$ cat src/design/eag_pkg.sv
// constants and types for the effective-address generator
// Function
// - long direct takes two operand bytes as a full 16-bit address
// - indexed address is unsigned sum of selected index and offset
// - no-offset indexed uses index alone, no operand byte, range 00..FF
// - short-offset indexed adds one offset byte to index, range 000..1FE
// - long-offset indexed adds index to a 16-bit two-byte offset
// - read-modify-write, jump and call classes refuse long-offset indexed forms
// - indirect modes read a pointer address byte, then fetch the pointer
// - short indirect fetches one page-zero byte as address 00..FF
// - long indirect modes fetch a two-byte page-zero pointer
// - indirect-indexed adds index unsigned to fetched pointer
// - relative adds signed 8-bit displacement to program counter, jumps and calls only
// - direct relative takes displacement from byte after opcode
// - indirect relative fetches displacement from memory at given byte address
// - prefix 90 selects Y in place of X
// - prefix 92 converts direct or X-indexed forms to indirect forms
// - prefix 91 converts indirect X-indexed to indirect Y-indexed
package eag_pkg;
   localparam logic [7:0] EAG_PFX_Y     = 8'h90;
   localparam logic [7:0] EAG_PFX_IND_Y = 8'h91;
   localparam logic [7:0] EAG_PFX_IND   = 8'h92;
   localparam logic [7:0] EAG_PAGE0_HI  = 8'h00;
   localparam logic [1:0] EAG_LEN_NONE  = 2'h0;
   localparam logic [1:0] EAG_LEN_ONE   = 2'h1;
   localparam logic [1:0] EAG_LEN_TWO   = 2'h2;

   // base mode as given by the opcode, before any prefix
   typedef enum logic [3:0] {
      EAG_M_DIR_S  = 4'h0,
      EAG_M_DIR_L  = 4'h1,
      EAG_M_IDX_0  = 4'h2,
      EAG_M_IDX_S  = 4'h3,
      EAG_M_IDX_L  = 4'h4,
      EAG_M_REL    = 4'h5,
      EAG_M_IMM    = 4'h6,
      EAG_M_INH    = 4'h7
   } eag_mode_t;

   // instruction class; only the first accepts long forms
   typedef enum logic [1:0] {
      EAG_C_ALU    = 2'h0,
      EAG_C_RMW    = 2'h1,
      EAG_C_JMP    = 2'h2,
      EAG_C_REL    = 2'h3
   } eag_class_t;

   // one-hot sequencer states
   typedef enum logic [6:0] {
      EAG_S_IDLE   = 7'b0000001,
      EAG_S_OPND1  = 7'b0000010,
      EAG_S_OPND2  = 7'b0000100,
      EAG_S_PTR1   = 7'b0001000,
      EAG_S_PTR2   = 7'b0010000,
      EAG_S_DONE   = 7'b0100000,
      EAG_S_ERR    = 7'b1000000
   } eag_state_t;
endpackage

$ cat src/design/eag_adder.sv
// address adder: unsigned index add or signed relative add
`timescale 1ns/1ns
module eag_adder
(
   input  wire logic [15:0] i_base,
   input  wire logic [7:0]  i_addend,
   input  wire logic        i_signed,
   output logic      [15:0] o_sum
);
   logic [15:0] ext;
   always_comb
   begin
      ext   = i_signed ? {{8{i_addend[7]}}, i_addend} : {8'h00, i_addend};
      o_sum = i_base + ext;
   end
endmodule

$ cat src/design/eag_core.sv
// effective-address sequencer: operand fetch, pointer fetch, address sum
`timescale 1ns/1ns
module eag_core
   import eag_pkg::*;
(
   input  wire logic                i_mclk,
   input  wire logic                i_sys_rst,
   input  wire logic                i_start,
   input  wire logic [7:0]          i_prefix,
   input  wire logic                i_prefix_vld,
   input  wire eag_pkg::eag_mode_t  i_mode,
   input  wire eag_pkg::eag_class_t i_class,
   input  wire logic [7:0]          i_x,
   input  wire logic [7:0]          i_y,
   input  wire logic [15:0]         i_pc,
   output logic                     o_mem_req,
   output logic [15:0]              o_mem_addr,
   input  wire logic                i_mem_ack,
   input  wire logic [7:0]          i_mem_rdata,
   output logic                     o_done,
   output logic                     o_illegal,
   output logic [15:0]              o_ea,
   output logic [1:0]               o_opnd_len,
   output logic                     o_use_y,
   output logic                     o_busy
);
   import eag_pkg::*;

   typedef struct packed {
      eag_state_t st;
      logic [15:0] pc;
      logic [15:0] val;
      logic [15:0] ea;
      // page-zero pointer walk, kept apart so o_ea holds between completions
      logic [15:0] ptr;
      logic [7:0]  idx;
      logic [1:0]  opnds;
      logic [1:0]  len;
      logic        two_left;
      logic        ind;
      logic        ind_word;
      logic        add_idx;
      logic        rel;
      logic        use_y;
      logic        done;
      logic        illegal;
   } eag_regs_t;

   eag_regs_t r_q;
   eag_regs_t r_d;
   logic [15:0] sum;
   logic [15:0] add_base;
   logic [7:0]  add_val;

   function automatic logic [15:0] eag_join(input logic [7:0] hi, input logic [7:0] lo);
      eag_join = {hi, lo};
   endfunction

   function automatic logic [15:0] eag_page0(input logic [7:0] lo);
      eag_page0 = {EAG_PAGE0_HI, lo};
   endfunction

   eag_adder u_add
   (
      .i_base   (add_base),
      .i_addend (add_val),
      .i_signed (r_q.rel),
      .o_sum    (sum)
   );

   // relative mode adds displacement (low byte of val) to pc, others add index
   always_comb
   begin
      add_base = r_q.rel ? r_q.pc : r_q.val;
      add_val  = r_q.rel ? r_q.val[7:0] : r_q.idx;
   end

   always_comb
   begin
      logic pfx_y;
      logic pfx_ind;
      logic pfx_indy;
      logic long_form;
      logic bad_long;
      logic bad_rel;
      logic bad_pfx;
      pfx_y     = i_prefix_vld && (i_prefix == EAG_PFX_Y);
      pfx_ind   = i_prefix_vld && (i_prefix == EAG_PFX_IND);
      pfx_indy  = i_prefix_vld && (i_prefix == EAG_PFX_IND_Y);
      long_form = (i_mode == EAG_M_DIR_L) || (i_mode == EAG_M_IDX_L);
      bad_long  = long_form && (i_class != EAG_C_ALU);
      bad_rel   = (i_mode == EAG_M_REL) != (i_class == EAG_C_REL);
      // no-offset indexed has no pointer byte, so it has no indirect Y form
      bad_pfx   = pfx_indy && (i_mode != EAG_M_IDX_S) && (i_mode != EAG_M_IDX_L);
      r_d       = r_q;
      r_d.done  = 1'b0;
      o_mem_req = 1'b0;
      // address idles on pc so a stale pointer never reaches the bus
      o_mem_addr = r_q.pc;
      unique case (r_q.st)
         EAG_S_IDLE:
         begin
            if (i_start)
            begin
               r_d.pc       = i_pc;
               r_d.val      = 16'h0000;
               r_d.illegal  = 1'b0;
               r_d.use_y    = pfx_y || pfx_indy;
               r_d.idx      = (pfx_y || pfx_indy) ? i_y : i_x;
               r_d.ind      = pfx_ind || pfx_indy;
               r_d.add_idx  = (i_mode == EAG_M_IDX_0) || (i_mode == EAG_M_IDX_S)
                              || (i_mode == EAG_M_IDX_L);
               r_d.rel      = (i_mode == EAG_M_REL);
               // long-pointer indirect comes from a long base form with a prefix
               r_d.ind_word = long_form;
               if (pfx_ind || pfx_indy)
                  r_d.opnds = EAG_LEN_ONE;
               else if (long_form)
                  r_d.opnds = EAG_LEN_TWO;
               else if (i_mode == EAG_M_IDX_0 || i_mode == EAG_M_INH)
                  r_d.opnds = EAG_LEN_NONE;
               else
                  r_d.opnds = EAG_LEN_ONE;
               r_d.len      = r_d.opnds;
               r_d.two_left = (r_d.opnds == EAG_LEN_TWO);
               // only alu class may use long forms; relative mode only with the relative class
               if (bad_long || bad_rel || bad_pfx)
                  r_d.st = EAG_S_ERR;
               else if (r_d.opnds == EAG_LEN_NONE)
                  r_d.st = EAG_S_DONE;
               else
                  r_d.st = EAG_S_OPND1;
            end
         end
         EAG_S_OPND1, EAG_S_OPND2:
         begin
            o_mem_req  = 1'b1;
            o_mem_addr = r_q.pc;
            if (i_mem_ack)
            begin
               r_d.pc  = r_q.pc + 16'h0001;
               r_d.val = {r_q.val[7:0], i_mem_rdata};
               if (r_q.two_left)
               begin
                  r_d.two_left = 1'b0;
                  r_d.st       = EAG_S_OPND2;
               end
               else if (r_q.ind)
               begin
                  r_d.ptr = eag_page0(i_mem_rdata);
                  r_d.st = EAG_S_PTR1;
               end
               else
                  r_d.st = EAG_S_DONE;
            end
         end
         EAG_S_PTR1, EAG_S_PTR2:
         begin
            o_mem_req  = 1'b1;
            o_mem_addr = r_q.ptr;
            if (i_mem_ack)
            begin
               // a pointer at FF takes its low byte from 0100, no page wrap
               r_d.ptr = r_q.ptr + 16'h0001;
               if (r_q.st == EAG_S_PTR1)
               begin
                  r_d.val = {8'h00, i_mem_rdata};
                  if (r_q.ind_word)
                     r_d.st = EAG_S_PTR2;
                  else
                     r_d.st = EAG_S_DONE;
               end
               else
               begin
                  r_d.val = eag_join(r_q.val[7:0], i_mem_rdata);
                  r_d.st  = EAG_S_DONE;
               end
            end
         end
         EAG_S_DONE:
         begin
            // index add: 8-bit pointer or offset yields at most 1FE
            // relative base is pc past the operand bytes already read
            if (r_q.rel)
               r_d.ea = sum;
            else if (r_q.add_idx)
               r_d.ea = sum;
            else
               r_d.ea = r_q.val;
            r_d.done = 1'b1;
            r_d.st   = EAG_S_IDLE;
         end
         EAG_S_ERR:
         begin
            r_d.illegal = 1'b1;
            r_d.done    = 1'b1;
            r_d.st      = EAG_S_IDLE;
         end
         default:
            r_d.st = EAG_S_IDLE;
      endcase
   end

   always_ff @(posedge i_mclk)
   begin
      if (i_sys_rst)
      begin
         r_q          <= '0;
         r_q.st       <= EAG_S_IDLE;
      end
      else
         r_q <= r_d;
   end

   assign o_done     = r_q.done;
   assign o_illegal  = r_q.illegal;
   assign o_ea       = r_q.ea;
   assign o_opnd_len = r_q.len;
   assign o_use_y    = r_q.use_y;
   assign o_busy     = (r_q.st != EAG_S_IDLE);
endmodule

$ cat config.mk
export PLATFORM = sky130hd
export DESIGN_NAME = eag_core
export DESIGN_NICKNAME = d
export VERILOG_FILES = /design/src/design/eag_pkg.sv /design/src/design/eag_adder.sv /design/src/design/eag_core.sv
export SDC_FILE = /design/constraint.sdc
export NUM_CORES = 1
export LEC_CHECK = 0
export BUFFER_PORTS_ARGS = -buffer_cell sky130_fd_sc_hd__buf_2
export CAP_MARGIN = 15
export CORE_MARGIN = 4
export CORE_UTILIZATION = 62
export CTS_CLUSTER_SIZE = 30
export DETAILED_ROUTE_END_ITERATION = 6
export PLACE_DENSITY = 0.85
export SLEW_MARGIN = 20
export SYNTH_ARGS = -nofsm -noshare
export SYNTH_HDL_FRONTEND = slang
export SYNTH_SLANG_ARGS = --single-unit
$ cat constraint.sdc
create_clock -name i_mclk -period 6.9 [get_ports i_mclk]
set_input_delay 0.69 -clock i_mclk [delete_from_list [all_inputs] [get_ports i_mclk]]
set_output_delay 0.69 -clock i_mclk [all_outputs]
set_load 0.005 [all_outputs]
# [Word level (Yosys, flattened, before mapping)]
# Cells that the tools add are included.
[op_classes] addsub=3 multipliers=0 div=0 n_lt_le_gt_ge=0 eq_ne=27 shift=0 mux=38 n_bitwise=0 reduce_logical=30
[ops] op="$mux 16" n=11
[ops] op="$mux 39" n=2
[ops] op="$pmux 16 s2" n=2
[ops] op="$pmux 16 s3" n=1
[ops] op="$add 16x1->16 const B" n=2
[ops] op="$mux 6" n=5
[ops] op="$eq 8x8->1 const B" n=3
[ops] op="$mux 7" n=3
[ops] op="$pmux 7 s3" n=1
[ops] op="$add 16x16->16" n=1
[ops] op="$mux 8" n=2
[ops] op="$eq 4x3->1 const B" n=3
[ops] op="$ne 2x2->1 const B" n=5
[ops] op="$eq 4x2->1 const B" n=2
[ops] op="$logic_or 1x1->1" n=8
[ops] op="$mux 2" n=4
[ops] op="$reduce_bool 2->1" n=4
[ops] op="$eq 7x1->1 const B" n=1
[ops] op="$eq 7x2->1 const B" n=1
[ops] op="$eq 7x3->1 const B" n=1
[ops] op="$eq 7x4->1 const B" n=1
[ops] op="$eq 7x5->1 const B" n=1
[ops] op="$eq 7x6->1 const B" n=1
[ops] op="$eq 7x7->1 const B" n=1
[ops] op="17 further kinds" n=32
[totals] reg_bits=89 latchBits=0 ramBits=0 rom_bits=0 inputBits=59 out_inout_bits=39 wordCells=113 memories=0

# [Longest topological paths before layout]
# Gate-level depths: netlist of the first run.
[logic_depth] ltp_word=12 ltp_mapped=14 ltp_nobuf=11

# [Hierarchy]
# Synthesis of the first run repeated with hierarchy kept, for this count alone.
[hier_totals] hier_cells=730 area_unflattened_um2=5864.4
[by_module_without_submodules] module="eag_core" instances=1 cells_each=646 area_per_inst_um2=5246.3 seq_area_each_um2=1781.7
[by_module_without_submodules] module="eag_adder" instances=1 cells_each=84 area_per_inst_um2=618.1 seq_area_each_um2=0.0

# [Least setup slack after synthesis of the first run]
# OpenSTA, ideal clock, no wires.
[synth_path] path_type="register to register" startpoint="register r_q[3] (netlist bit)" endpoint="register r_q (netlist bit o_ea[14])" arrival_ns=3.564 t_required_ns=6.799 setup_slack_ns=3.235 path_stages_with_launch=14 path_buffers=4 period_less_slack_ns=3.665 cell_sequence="dfxtp_1 -> clkbuf_1 -> clkbuf_1 -> buf_1 -> buf_1 -> mux2_2 -> ha_1 -> a21oi_1 -> o21ai_0 -> maj3_1 -> a22oi_1 -> nor2_1 -> xnor2_1 -> o41ai_1"
[synth_via] elab_chain_len=5 word_cells_on_any_way=6 cone_classes="add/sub (1); mux (5)"
[synth_rtl] item="from (decl)" line="eag_core.sv:49" text="eag_regs_t r_q;"
[synth_rtl] item="from (signal assigned)" line="eag_core.sv:212" text="r_q <= r_d;"
[synth_rtl] item="$mux 8" line="eag_core.sv:75" text="add_val = r_q.rel ? r_q.val[7:0] : r_q.idx;"
[synth_rtl] item="$mux 16" line="eag_adder.sv:13" text="ext = i_signed ? {{8{i_addend[7]}}, i_addend} : {8'h00, i_addend};"
[synth_rtl] item="$add 16x16->16" line="eag_adder.sv:14" text="o_sum = i_base + ext;"
[synth_rtl] item="$mux 16" line="eag_core.sv:186" text="else if (r_q.add_idx)"
[synth_rtl] item="$mux 16 *" line="eag_core.sv:184" text="if (r_q.rel)"
# Every way passes the cells marked *; elsewhere a longest branch is shown, timed or not.
# A chain may end at the register's enable or synchronous reset.

# [Worst setup path in the final report of the first run]
# Ends and elaborated chain as after synthesis.

==> impl_results.md, run 1 <==
* Clk buf depth at 2
* I/O Pins at 98
* CORE AREA at 9200 um^2
* Tmin final at 3.20 ns
* Largest net degree at the start of global routing at 65
* WL final at 16200 um
* Critical path fanouts, max at 47
* WL met3 at 1240 um
* Fmax achieved at 313 MHz
* Max Cap Viol at 0
* Worst-path clk slew at 0.08 ns
* Delay-heaviest family, CP: compound AO/OA/AOI/OAI gates
* CTS H-tree lvls at 3
* # diodes at 0
* Sum Neg Setup Slack at 0 ns
* Maximum VDD drop at 135 uV
* Postcts setup bufs at 0
* Worst hold slack at 0.454 ns
* Fraction of layout cells with a size suffix above 1 at 0.222
* Total clock sinks at 89
* Mean post-synth cell area at 7.86 um^2
* Nets at 859
* Die ar. at 11000 um^2
* Final std cells w/o fill at 901
* Adder-cell share of the synthesized area at 0.0371
* Worst skew pair latency at 0.36 ns
* Simple-gate share of the synthesized area at 0.230
* Routed vias/inst at 6.37
* TritonRoute pass-1 iters at 5
* Mux share of post-synthesis cell area at 0.0882
* FP Rows at 35
* ANT nets after route at 0
* RSZ-0062 raised after global routing: false
* Leak at 0.00260 uW
* Area of the multi-input gates at 3630 um^2
* CP max stage delay at 0.43 ns
* Routability cong. at 0.940
* Num CTS Buffers at 9
* Most common cell after layout, fill and taps aside: buf_2
* Kind of critical path: reg2reg
* I/O Buffers at 97
* Metal-1 WL at 6650 um
* Cts hold-fix bufs at 0
* CTS tree: yes
* Initial antenna violation count at 0
* Metal2 WL at 7860 um
* Starting Density at 0.631
* Grt total ovfl at 0
* Hold Vio Cnt, Final at 0
* Worst Max-Slew Pin Slew at 1.10 ns
* PD cells at 204 nW/um^2
* Buf/Inv on CP at 1
* Post-synth EDFFs at 0
* Number of DRC markers in iteration 0 at 361
* Slew HR at 0.265
* Placed cell count at 885
* CP Launch Type: flip-flop
* Required time of the critical path at 7.16 ns
* Complex-gate fraction of the synthesized area at 0.226
* Ys async rst share at 0
* Prevailing post-synth register cell: dfxtp_1
* Synth Net Count at 812
* Number of global-route vias before repair at 5295
* Hold Path Class: reg2reg
* Ys Warns at 0
* Slew Limit Fails at 0
* Post-cts sizing count at 0
* Critical Path, Cell by Cell: buf_4 > mux2_2 > ha_1 > a21oi_1 > o21ai_0 > maj3_1 > a22oi_1 > nor2_1 > xnor2_1 > o41ai_1
* Leading cell types in the layout, fill and taps excluded: buf_2 (97), dfxtp_1 (89), nand2_1 (78)
* Highest metal used: met4
* Post-DP HPWL at 11800 um
* Reg area at 1780 um^2
* Cells after Synth at 738
* Residual DRC count at 0
* CP max stage cell: buf_4
* Setup Skew at 0.0117 ns
* Largest family of logic cells by synthesized area: simple AND/OR/NAND/NOR gates
* Root buffer cell: clkbuf_8
* First-pass GRT wire length at 25700 um
* Outcome: finished clean
* Die span in x at 105 um
* Filler cells at 803
* Total track usage at 0.285
* Wirelength per Cell at 18.0 um
* Placed cell area at 6140 um^2
* Critical Path AT at 3.46 ns
* DIE HEIGHT at 105 um
* Final instance area at 6330 um^2
* Fin util at 0.689
* Xor and xnor area share after synthesis at 0.0423
* Tcrit/Tclk final at 0.463
* Crit end category: flip-flop
* Via count at 5740
* Netlist Area Pre-Place at 5800 um^2
* Seq cells post-synth at 89
* # setup viols final at 0
* Sequential share of the synthesized area at 0.307
* Area growth, synth to finish at 9.10%
* Library cells used by synthesis at 73
==> cell usage after synthesis (all sizes together), types with 2 or more instances <==
cell     number  area share
a31oi         5      0.0054
nand3b        6      0.0078
nand2b        8      0.0086
a32o          2      0.0034
nand2        78       0.050
ha           14       0.030
o211ai        4      0.0052
a311oi        5      0.0075
nand3        23       0.020
nor4          5      0.0065
a211oi       19       0.025
or4           2      0.0032
and2          3      0.0032
a21oi        58       0.053
inv          12      0.0078
o21ai        59       0.052
a41oi         2      0.0030
nor2b         8      0.0086
a22o          8       0.012
o211a         2      0.0034
o31ai         9       0.012
maj3          2      0.0034
clkbuf       32       0.021
xnor2        14       0.021
mux2i        14       0.024
nor3         18       0.016
a22oi         9       0.014
and3         17       0.018
or3           8      0.0086
nand4        11       0.012
or3b          3      0.0045
nor2         76       0.050
a21o          4      0.0052
dfxtp        89        0.31
a2111oi       2      0.0030
o22ai         3      0.0043
o41ai         2      0.0030
buf          37       0.041
xor2         14       0.021
mux2         33       0.064
==> power by group <==
group / switching, uW / internal (uW) / leakage, uW / total [uW]
combinational: 194 / 129 / 0.00179 / 323
sequential: 60.1 / 549 / 0.000722 / 609
clock: 193 / 167 / 0.0000933 / 360
==> routing by layer <==
layer  GRT usage  up-vias
met4       0.118        0
met5           0        -
li1            -     2742
met1       0.362     2676
met2       0.485      276
met3      0.0383       46
==> area by class of cell <==
cell class | instances | share of cell area
tap | 111 | 0.0219
timing repair buffer | 105 | 0.0861
clock inverter | 5 | 0.00889
clock buffer | 11 | 0.0207
sequential | 89 | 0.281
inverter | 12 | 0.00711
multi-input combinational | 568 | 0.574
==> worst reg2reg max path, stage by stage, from the launching register on <==
cell     delay (ns)
dfxtp_1        0.34
buf_4          0.43
mux2_2         0.41
ha_1           0.33
a21oi_1        0.40
o21ai_0        0.23
maj3_1         0.39
a22oi_1        0.15
nor2_1         0.09
xnor2_1        0.13
o41ai_1        0.21
==> worst paths after layout <==
path | start | to | slack, ns | cells past startpoint
worst max-delay path | r_q[3] | o_ea[14] | 3.70 | 10
worst min-delay path | o_ea[8] | o_ea[8] | 0.45 | 2
worst max register to register | r_q[3] | o_ea[14] | 3.70 | 10
worst min register to register | o_ea[8] | o_ea[8] | 0.45 | 2
==> logic make-up (layout without fill, tap and decap cells) <==
group / count (synthesis) / count (layout)
AND/OR/NAND/NOR: 273 / 273
flip-flops: 89 / 89
buffers and inverters: 81 / 133
multiplexers: 47 / 47
XOR/XNOR: 28 / 28
AO/OA/AOI/OAI: 203 / 203
adder cells (fa/ha/maj): 17 / 17
==> state kept, by name, summed over array words and instances, names as in the netlist <==
name	count
o_done	1
o_ea	16
o_illegal	1
o_opnd_len	2
o_use_y	1
r_q	68
==> per-stage QoR <==
stage / worst slack, ns / total power (uW)
6_report: 3.70 / 1290
5_1_grt: 3.50 / 1350
4_1_cts: 3.63 / 1290
3_5_place_dp: 3.67 / 934
3_3_place_gp: 3.82 / 921
2_1_floorplan: 3.24 / 827
(Power assumes the default switching activity.)
==> run 2, diff against run 1 <==
--- a/config.mk
+++ b/config.mk
@@ -8,10 +8,10 @@
 export BUFFER_PORTS_ARGS = -buffer_cell sky130_fd_sc_hd__buf_2
 export CAP_MARGIN = 15
 export CORE_MARGIN = 4
-export CORE_UTILIZATION = 62
+export CORE_UTILIZATION = 57
 export CTS_CLUSTER_SIZE = 30
 export DETAILED_ROUTE_END_ITERATION = 6
-export PLACE_DENSITY = 0.85
+export PLACE_DENSITY = 0.79
 export SLEW_MARGIN = 20
 export SYNTH_ARGS = -nofsm -noshare
 export SYNTH_HDL_FRONTEND = slang
==> constraint.sdc (replaced) <==
create_clock -name i_mclk -period 3.31 [get_ports i_mclk]
set_input_delay 0.331 -clock i_mclk [delete_from_list [all_inputs] [get_ports i_mclk]]
set_output_delay 0.331 -clock i_mclk [all_outputs]
set_load 0.005 [all_outputs]
==> run 2 against run 1 <==
Against the previous run:
- clock-buffer cell count rose by 1
- critical path depth rose by 2
- core utilization fell by 3.7 points
- routed wire length fell by 2.5%
==> impl_results.md, run 2 (synthesis gave the netlist of run 1 again) <==
* Slew HR at 0.466 (+0.201)
* CTS tree: yes
* I/O Buffers at 97 (unchanged)
* Placed cell area at 6230 um^2 (+1.4%)
* RR Startpoint: r_q[3]
* # diodes at 0 (unchanged)
* Reg area at 1780 um^2 (unchanged)
* Slew Limit Fails at 0 (unchanged)
* Clk buf depth at 2 (unchanged)
* TritonRoute pass-1 iters at 6 (+1)
* Number of global-route vias before repair at 5376 (+1.5%)
* Buf/Inv on CP at 2 (+1)
* Most flop-heavy register: r_q
* Total clock sinks at 89 (unchanged)
* RSZ-0062 raised after global routing: false
* Die span in x at 109 um (+4.0%)
* Setup Skew at 0.0132 ns (+0.00160 ns)
* Grt total ovfl at 0 (unchanged)
* Hold Path Class: in2reg
* Area of the multi-input gates at 3640 um^2 (+0.10%)
* Flop2flop setup slack at 0.31 ns (-3.39 ns)
* Routed vias/inst at 6.14 (-3.7%)
* Fmax achieved at 334 MHz (+6.7%)
* Max Cap Viol at 0 (unchanged)
* Post-cts sizing count at 0 (unchanged)
* # setup viols final at 0 (unchanged)
* CP max stage cell: dfxtp_1
* Crit end category: flip-flop
* Post-DP HPWL at 11900 um (+0.89%)
* Critical Path AT at 3.26 ns (-0.20 ns)
* Area growth, synth to finish at 10.7%
* Required time of the critical path at 3.58 ns (-3.58 ns)
* Residual DRC count at 0 (unchanged)
* CP max stage delay at 0.38 ns (-0.05 ns)
* PD cells at 417 nW/um^2 (+100%)
* Critical Path, Cell by Cell: buf_12 > mux2_2 > ha_1 > inv_1 > fa_1 > nor2b_1 > o31a_1 > o22a_1 > a311oi_1 > nor2_1 > xnor2_1 > o41ai_1
* WL final at 15800 um (-2.5%)
* FF-to-FF End: o_ea[14]
* Most common cell after layout, fill and taps aside: buf_2
* Initial antenna violation count at 0 (unchanged)
* Fraction of layout cells with a size suffix above 1 at 0.229 (+0.00712)
* Outcome: finished clean
* Largest net degree at the start of global routing at 48 (-26%)
* Placed cell count at 913 (+3.2%)
* R2R depth at 12 (+2)
* Root buffer cell: clkbuf_8
* Routability cong. at 0.928 (-1.3%)
* FP Rows at 36 (+2.9%)
* First-pass GRT wire length at 26300 um (+2.2%)
* Die ar. at 11900 um^2 (+8.1%)
* Critical path fanouts, max at 47 (unchanged)
* Starting Density at 0.588 (-0.0427)
* Tcrit/Tclk final at 0.905 (+0.442)
* Number of DRC markers in iteration 0 at 341 (-5.5%)
* Crit path from: r_q[3]
* CORE AREA at 9860 um^2 (+7.3%)
* ANT nets after route at 0 (unchanged)
* Worst hold slack at 0.225 ns (-0.229 ns)
* Worst Max-Slew Pin Slew at 0.801 ns (-0.297 ns)
* Num CTS Buffers at 9 (unchanged)
* Worst-path clk slew at 0.09 ns (about the same)
* Cts hold-fix bufs at 0 (unchanged)
* Max FFs per register at 68 (unchanged)
* Final std cells w/o fill at 929 (+3.1%)
* Total track usage at 0.278 (-0.00723)
* Final instance area at 6420 um^2 (+1.5%)
* Sum Neg Setup Slack at 0 ns (unchanged)
* Leading cell types in the layout, fill and taps excluded: buf_2 (97), dfxtp_1 (89), nand2_1 (78)
* Wirelength per Cell at 17.0 um (-5.5%)
* Hold Vio Cnt, Final at 0 (unchanged)
* Postcts setup bufs at 0 (unchanged)
* CTS H-tree lvls at 3 (unchanged)
* Via count at 5700 (-0.70%)
* Nets at 865 (+0.70%)
* DIE HEIGHT at 109 um (+4.0%)
* Worst skew pair latency at 0.37 ns (about the same)
* Leak at 0.00264 uW (+1.5%)
* Tmin final at 3.00 ns (-0.201 ns)
* CP Launch Type: flip-flop
* Crit path to: o_ea[14]
* Filler cells at 885 (+10%)
* I/O Pins at 98 (unchanged)
* Kind of critical path: reg2reg
* Delay-heaviest family, CP: compound AO/OA/AOI/OAI gates
* Fin util at 0.651 (-0.0373)
* Maximum VDD drop at 315 uV (+130%)
* Number of cells on the critical path at 12 (+2)
-- run 2: through the flow --
stage	worst slack, ns	total power (uW)
6_report	0.314	2680
5_1_grt	0.0664	2830
4_1_cts	0.214	2680
3_5_place_dp	0.360	1950
3_3_place_gp	0.442	1930
2_1_floorplan	0.0447	1730
-- run 2: routing by layer --
metal  GRT usage  up-vias  wire length [um]
li1            -     2758                 -
met5           0        -                 0
met3      0.0485       32              1050
met4       0.110        0               408
met1       0.364     2698              6820
met2       0.454      212              7550
-- run 2: worst register-to-register path, delay by kind of cell (launching register included) --
family | cells | cell delay [ns]
AO/OA/AOI/OAI | 4 | 1.16
XOR/XNOR | 1 | 0.13
adder cells (fa/ha/maj) | 2 | 0.40
buffers and inverters | 2 | 0.31
flip-flops | 1 | 0.38
multiplexers | 1 | 0.36
AND/OR/NAND/NOR | 2 | 0.17
-- run 2: where the power goes --
part / leakage (uW) / internal, uW / switching [uW] / total (uW)
Clock: 0.0000984 / 334 / 407 / 741
Combinational: 0.00182 / 275 / 404 / 678
Sequential: 0.000722 / 1140 / 116 / 1260
-- run 2: worst min path at each step --
stage	from	to	slack [ns]	cells past startpoint
CTS	i_mem_rdata[2]	r_q[54]	0.21	2
floorplan	o_ea[1]	o_ea[1]	0.43	2
global placement	o_illegal	o_illegal	0.44	2
finish	i_mem_rdata[5]	r_q[57]	0.23	2
detailed placement	o_ea[8]	o_ea[8]	0.45	2
global route	i_mem_rdata[2]	r_q[54]	0.21	2
-- run 2: area by class of cell --
class	count	share of cell area
clock buffer	12	0.0257
clock inverter	4	0.00409
inverter	12	0.00701
multi-input combinational	568	0.566
sequential	89	0.277
tap	133	0.0259
timing repair buffer	111	0.0939
==> run 3, diff against run 2 <==
--- a/config.mk
+++ b/config.mk
@@ -5,6 +5,7 @@
 export SDC_FILE = /design/constraint.sdc
 export NUM_CORES = 1
 export LEC_CHECK = 0
+export ABC_AREA = 1
 export BUFFER_PORTS_ARGS = -buffer_cell sky130_fd_sc_hd__buf_2
 export CAP_MARGIN = 15
 export CORE_MARGIN = 4
==> run 3 against run 2 <==
Against the previous run:
- sequential share of layout area decreased by 0.51 points
- critical endpoint is now o_ea[10]
- clock-buffer cell count down 3
- setup slack better by 0.30 ns
- sequential power grew 19%
- flip-flop and latch count did not move
- largest power group is now combinational cells
==> impl_results.md, run 3 <==
* Outcome: finished clean
* Kind of critical path: reg2reg
* Mean post-synth cell area at 6.47 um^2 (-18%)
* CORE AREA at 10200 um^2 (+3.7%)
* Sum Neg Setup Slack at 0 ns (unchanged)
* Clk buf depth at 2 (unchanged)
* RSZ-0062 raised after global routing: false
* Seq cells post-synth at 89 (unchanged)
* Number of global-route vias before repair at 5628 (+4.7%)
* FP Rows at 37 (+2.8%)
* Worst hold slack at 0.163 ns (-0.0624 ns)
* First-pass GRT wire length at 26800 um (+1.8%)
* Post-synth EDFFs at 0 (unchanged)
* Tmin final at 2.69 ns (-0.301 ns)
* Most common cell after layout, fill and taps aside: nand2_1
* # diodes at 0 (unchanged)
* Synth Net Count at 994 (+22%)
* Max Cap Viol at 0 (unchanged)
* Leak at 0.00282 uW (+6.7%)
* Worst skew pair latency at 0.40 ns (+0.03 ns)
* Routability cong. at 0.927 (about the same)
* Synth top cells by count: nand2_1 (234), a21oi_1 (97), dfxtp_1 (89), o21ai_0 (88), inv_1 (79)
* Leading cell types in the layout, fill and taps excluded: nand2_1 (234), a21oi_1 (97), buf_2 (97)
* Postcts setup bufs at 0 (unchanged)
* WL final at 16400 um (+3.7%)
* Placed cell area at 6350 um^2 (+2.0%)
* Die span in x at 110 um (+1.2%)
* TritonRoute pass-1 iters at 4 (-2)
* Most common cell in the netlist: nand2_1
* ANT nets after route at 0 (unchanged)
* Via count at 6231 (+9.3%)
* Final instance area at 6550 um^2 (+1.9%)
* Wirelength per Cell at 14.6 um (-14%)
* Die ar. at 12200 um^2 (+2.4%)
* Routed vias/inst at 5.56 (-9.4%)
* Post-cts sizing count at 0 (unchanged)
* Root buffer cell: clkbuf_8
* CTS tree: yes
* Tcrit/Tclk final at 0.814 (-0.0909)
* Cells after Synth at 920 (+25%)
* Most flop-heavy register: r_q
* Largest net degree at the start of global routing at 51 (+6.3%)
* Prevailing post-synth register cell: dfxtp_1
* Starting Density at 0.582 (-0.00616)
* CTS H-tree lvls at 3 (unchanged)
* Top post-synthesis cells by area: dfxtp_1 (30%), nand2_1 (15%), a21oi_1 (8.1%)
* Setup Skew at 0.0133 ns (+0.0000518 ns)
* Nets at 1054 (+22%)
* Leading area contributor after synthesis: dfxtp_1
* Initial antenna violation count at 0 (unchanged)
* Total track usage at 0.281 (+0.00381)
* # setup viols final at 0 (unchanged)
* Critical Path AT at 3.02 ns (-0.24 ns)
* Slew Limit Fails at 0 (unchanged)
* Required time of the critical path at 3.64 ns (+0.06 ns)
* Fraction of layout cells with a size suffix above 1 at 0.169 (-0.0601)
* Ys async rst share at 0 (unchanged)
* Worst Max-Slew Pin Slew at 0.872 ns (+0.0709 ns)
* Sequential share of the synthesized area at 0.299 (-0.00787)
* Max FFs per register at 68 (unchanged)
* Maximum VDD drop at 836 uV (+170%)
* Yosys top cell area share at 0.299 (-0.00787)
* Crit end category: flip-flop
* I/O Pins at 98 (unchanged)
* Fmax achieved at 371 MHz (+11%)
* Slew HR at 0.419 (-0.0474)
* I/O Buffers at 97 (unchanged)
* Hold Vio Cnt, Final at 0 (unchanged)
* Hold Path Class: in2reg
* Library cells used by synthesis at 52 (-29%)
* Num CTS Buffers at 9 (unchanged)
* Worst-path clk slew at 0.10 ns (about the same)
* Grt total ovfl at 0 (unchanged)
* Cts hold-fix bufs at 0 (unchanged)
* CP Launch Type: flip-flop
* Residual DRC count at 0 (unchanged)
* Netlist Area Pre-Place at 5960 um^2 (+2.6%)
* Post-DP HPWL at 12300 um (+3.4%)
* PD cells at 742 nW/um^2 (+78%)
* DIE HEIGHT at 110 um (+1.2%)
* Critical path fanouts, max at 13 (-72%)
* Total clock sinks at 89 (unchanged)
* Number of DRC markers in iteration 0 at 447 (+31%)
* Area growth, synth to finish at 9.87%
* Ys Warns at 0 (unchanged)
-- run 3: routing by layer --
layer,track usage,share of wire,vias to the layer above
met5,0,0,-
met4,0.114,0.026,0
met3,0.0530,0.072,33
met2,0.451,0.46,232
met1,0.373,0.44,2799
li1,-,-,3167
-- run 3: final timing paths --
kind	from	to	slack, ns	cells after the start
setup / recovery	r_q[3]	o_ea[10]	0.62	17
hold reg to reg	o_ea[15]	o_ea[15]	0.47	2
hold / removal	i_y[3]	r_q[15]	0.16	3
setup reg to reg	r_q[3]	o_ea[10]	0.62	17
-- run 3: logic make-up (layout without fill, tap and decap cells) --
| logic type | count (synthesis) | count (layout) | synth area share |
|---|---|---|---|
| simple gates | 420 | 420 | 0.314 |
| compound gates | 231 | 231 | 0.217 |
| buf+inv | 149 | 214 | 0.114 |
| flops | 89 | 89 | 0.299 |
| xor+xnor | 16 | 16 | 0.0235 |
| fa+ha+maj | 15 | 15 | 0.0328 |
-- run 3: through the flow --
| step | total power (uW) | setup slack (ns) | utilization | std cells |
|---|---|---|---|---|
| final | 4860 | 0.615 | 0.640 | 1121 |
| after detailed placement | 4080 | 0.668 | 0.621 | 1105 |
| after CTS | 4830 | 0.647 | 0.640 | 1121 |
| after global placement | 4030 | 0.723 | 0.621 | 1105 |
| after global routing | 5250 | 0.287 | 0.640 | 1121 |
| after floorplan | 3550 | 0.531 | - | 920 |
-- run 3: power by group --
part | internal (uW) | switching, uW
combinational | 841 | 1760
sequential | 1290 | 209
clock | 293 | 465
-- run 3: area by class of cell --
cell class	count	area (um^2)
inverter	92	348
tap	136	170
clock buffer	9	124
multi-input combinational	682	3500
fill	1020	3690
clock inverter	7	70.1
timing repair buffer	106	553
sequential	89	1780
-- run 3: critical path, stage by stage (launching register included) --
cell and delay, ns:
dfxtp_1 0.32, inv_1 0.26, nand2_1 0.08, o21ai_0 0.09, ha_1 0.19, inv_1 0.05
fa_1 0.39, nand3b_1 0.21, nand2_1 0.13, nand2_1 0.06, nand2_1 0.09, nand2_1 0.06
nand2_1 0.07, nand2_1 0.06, or2_2 0.27, nand3_1 0.06, o21ai_0 0.09, a21oi_1 0.14
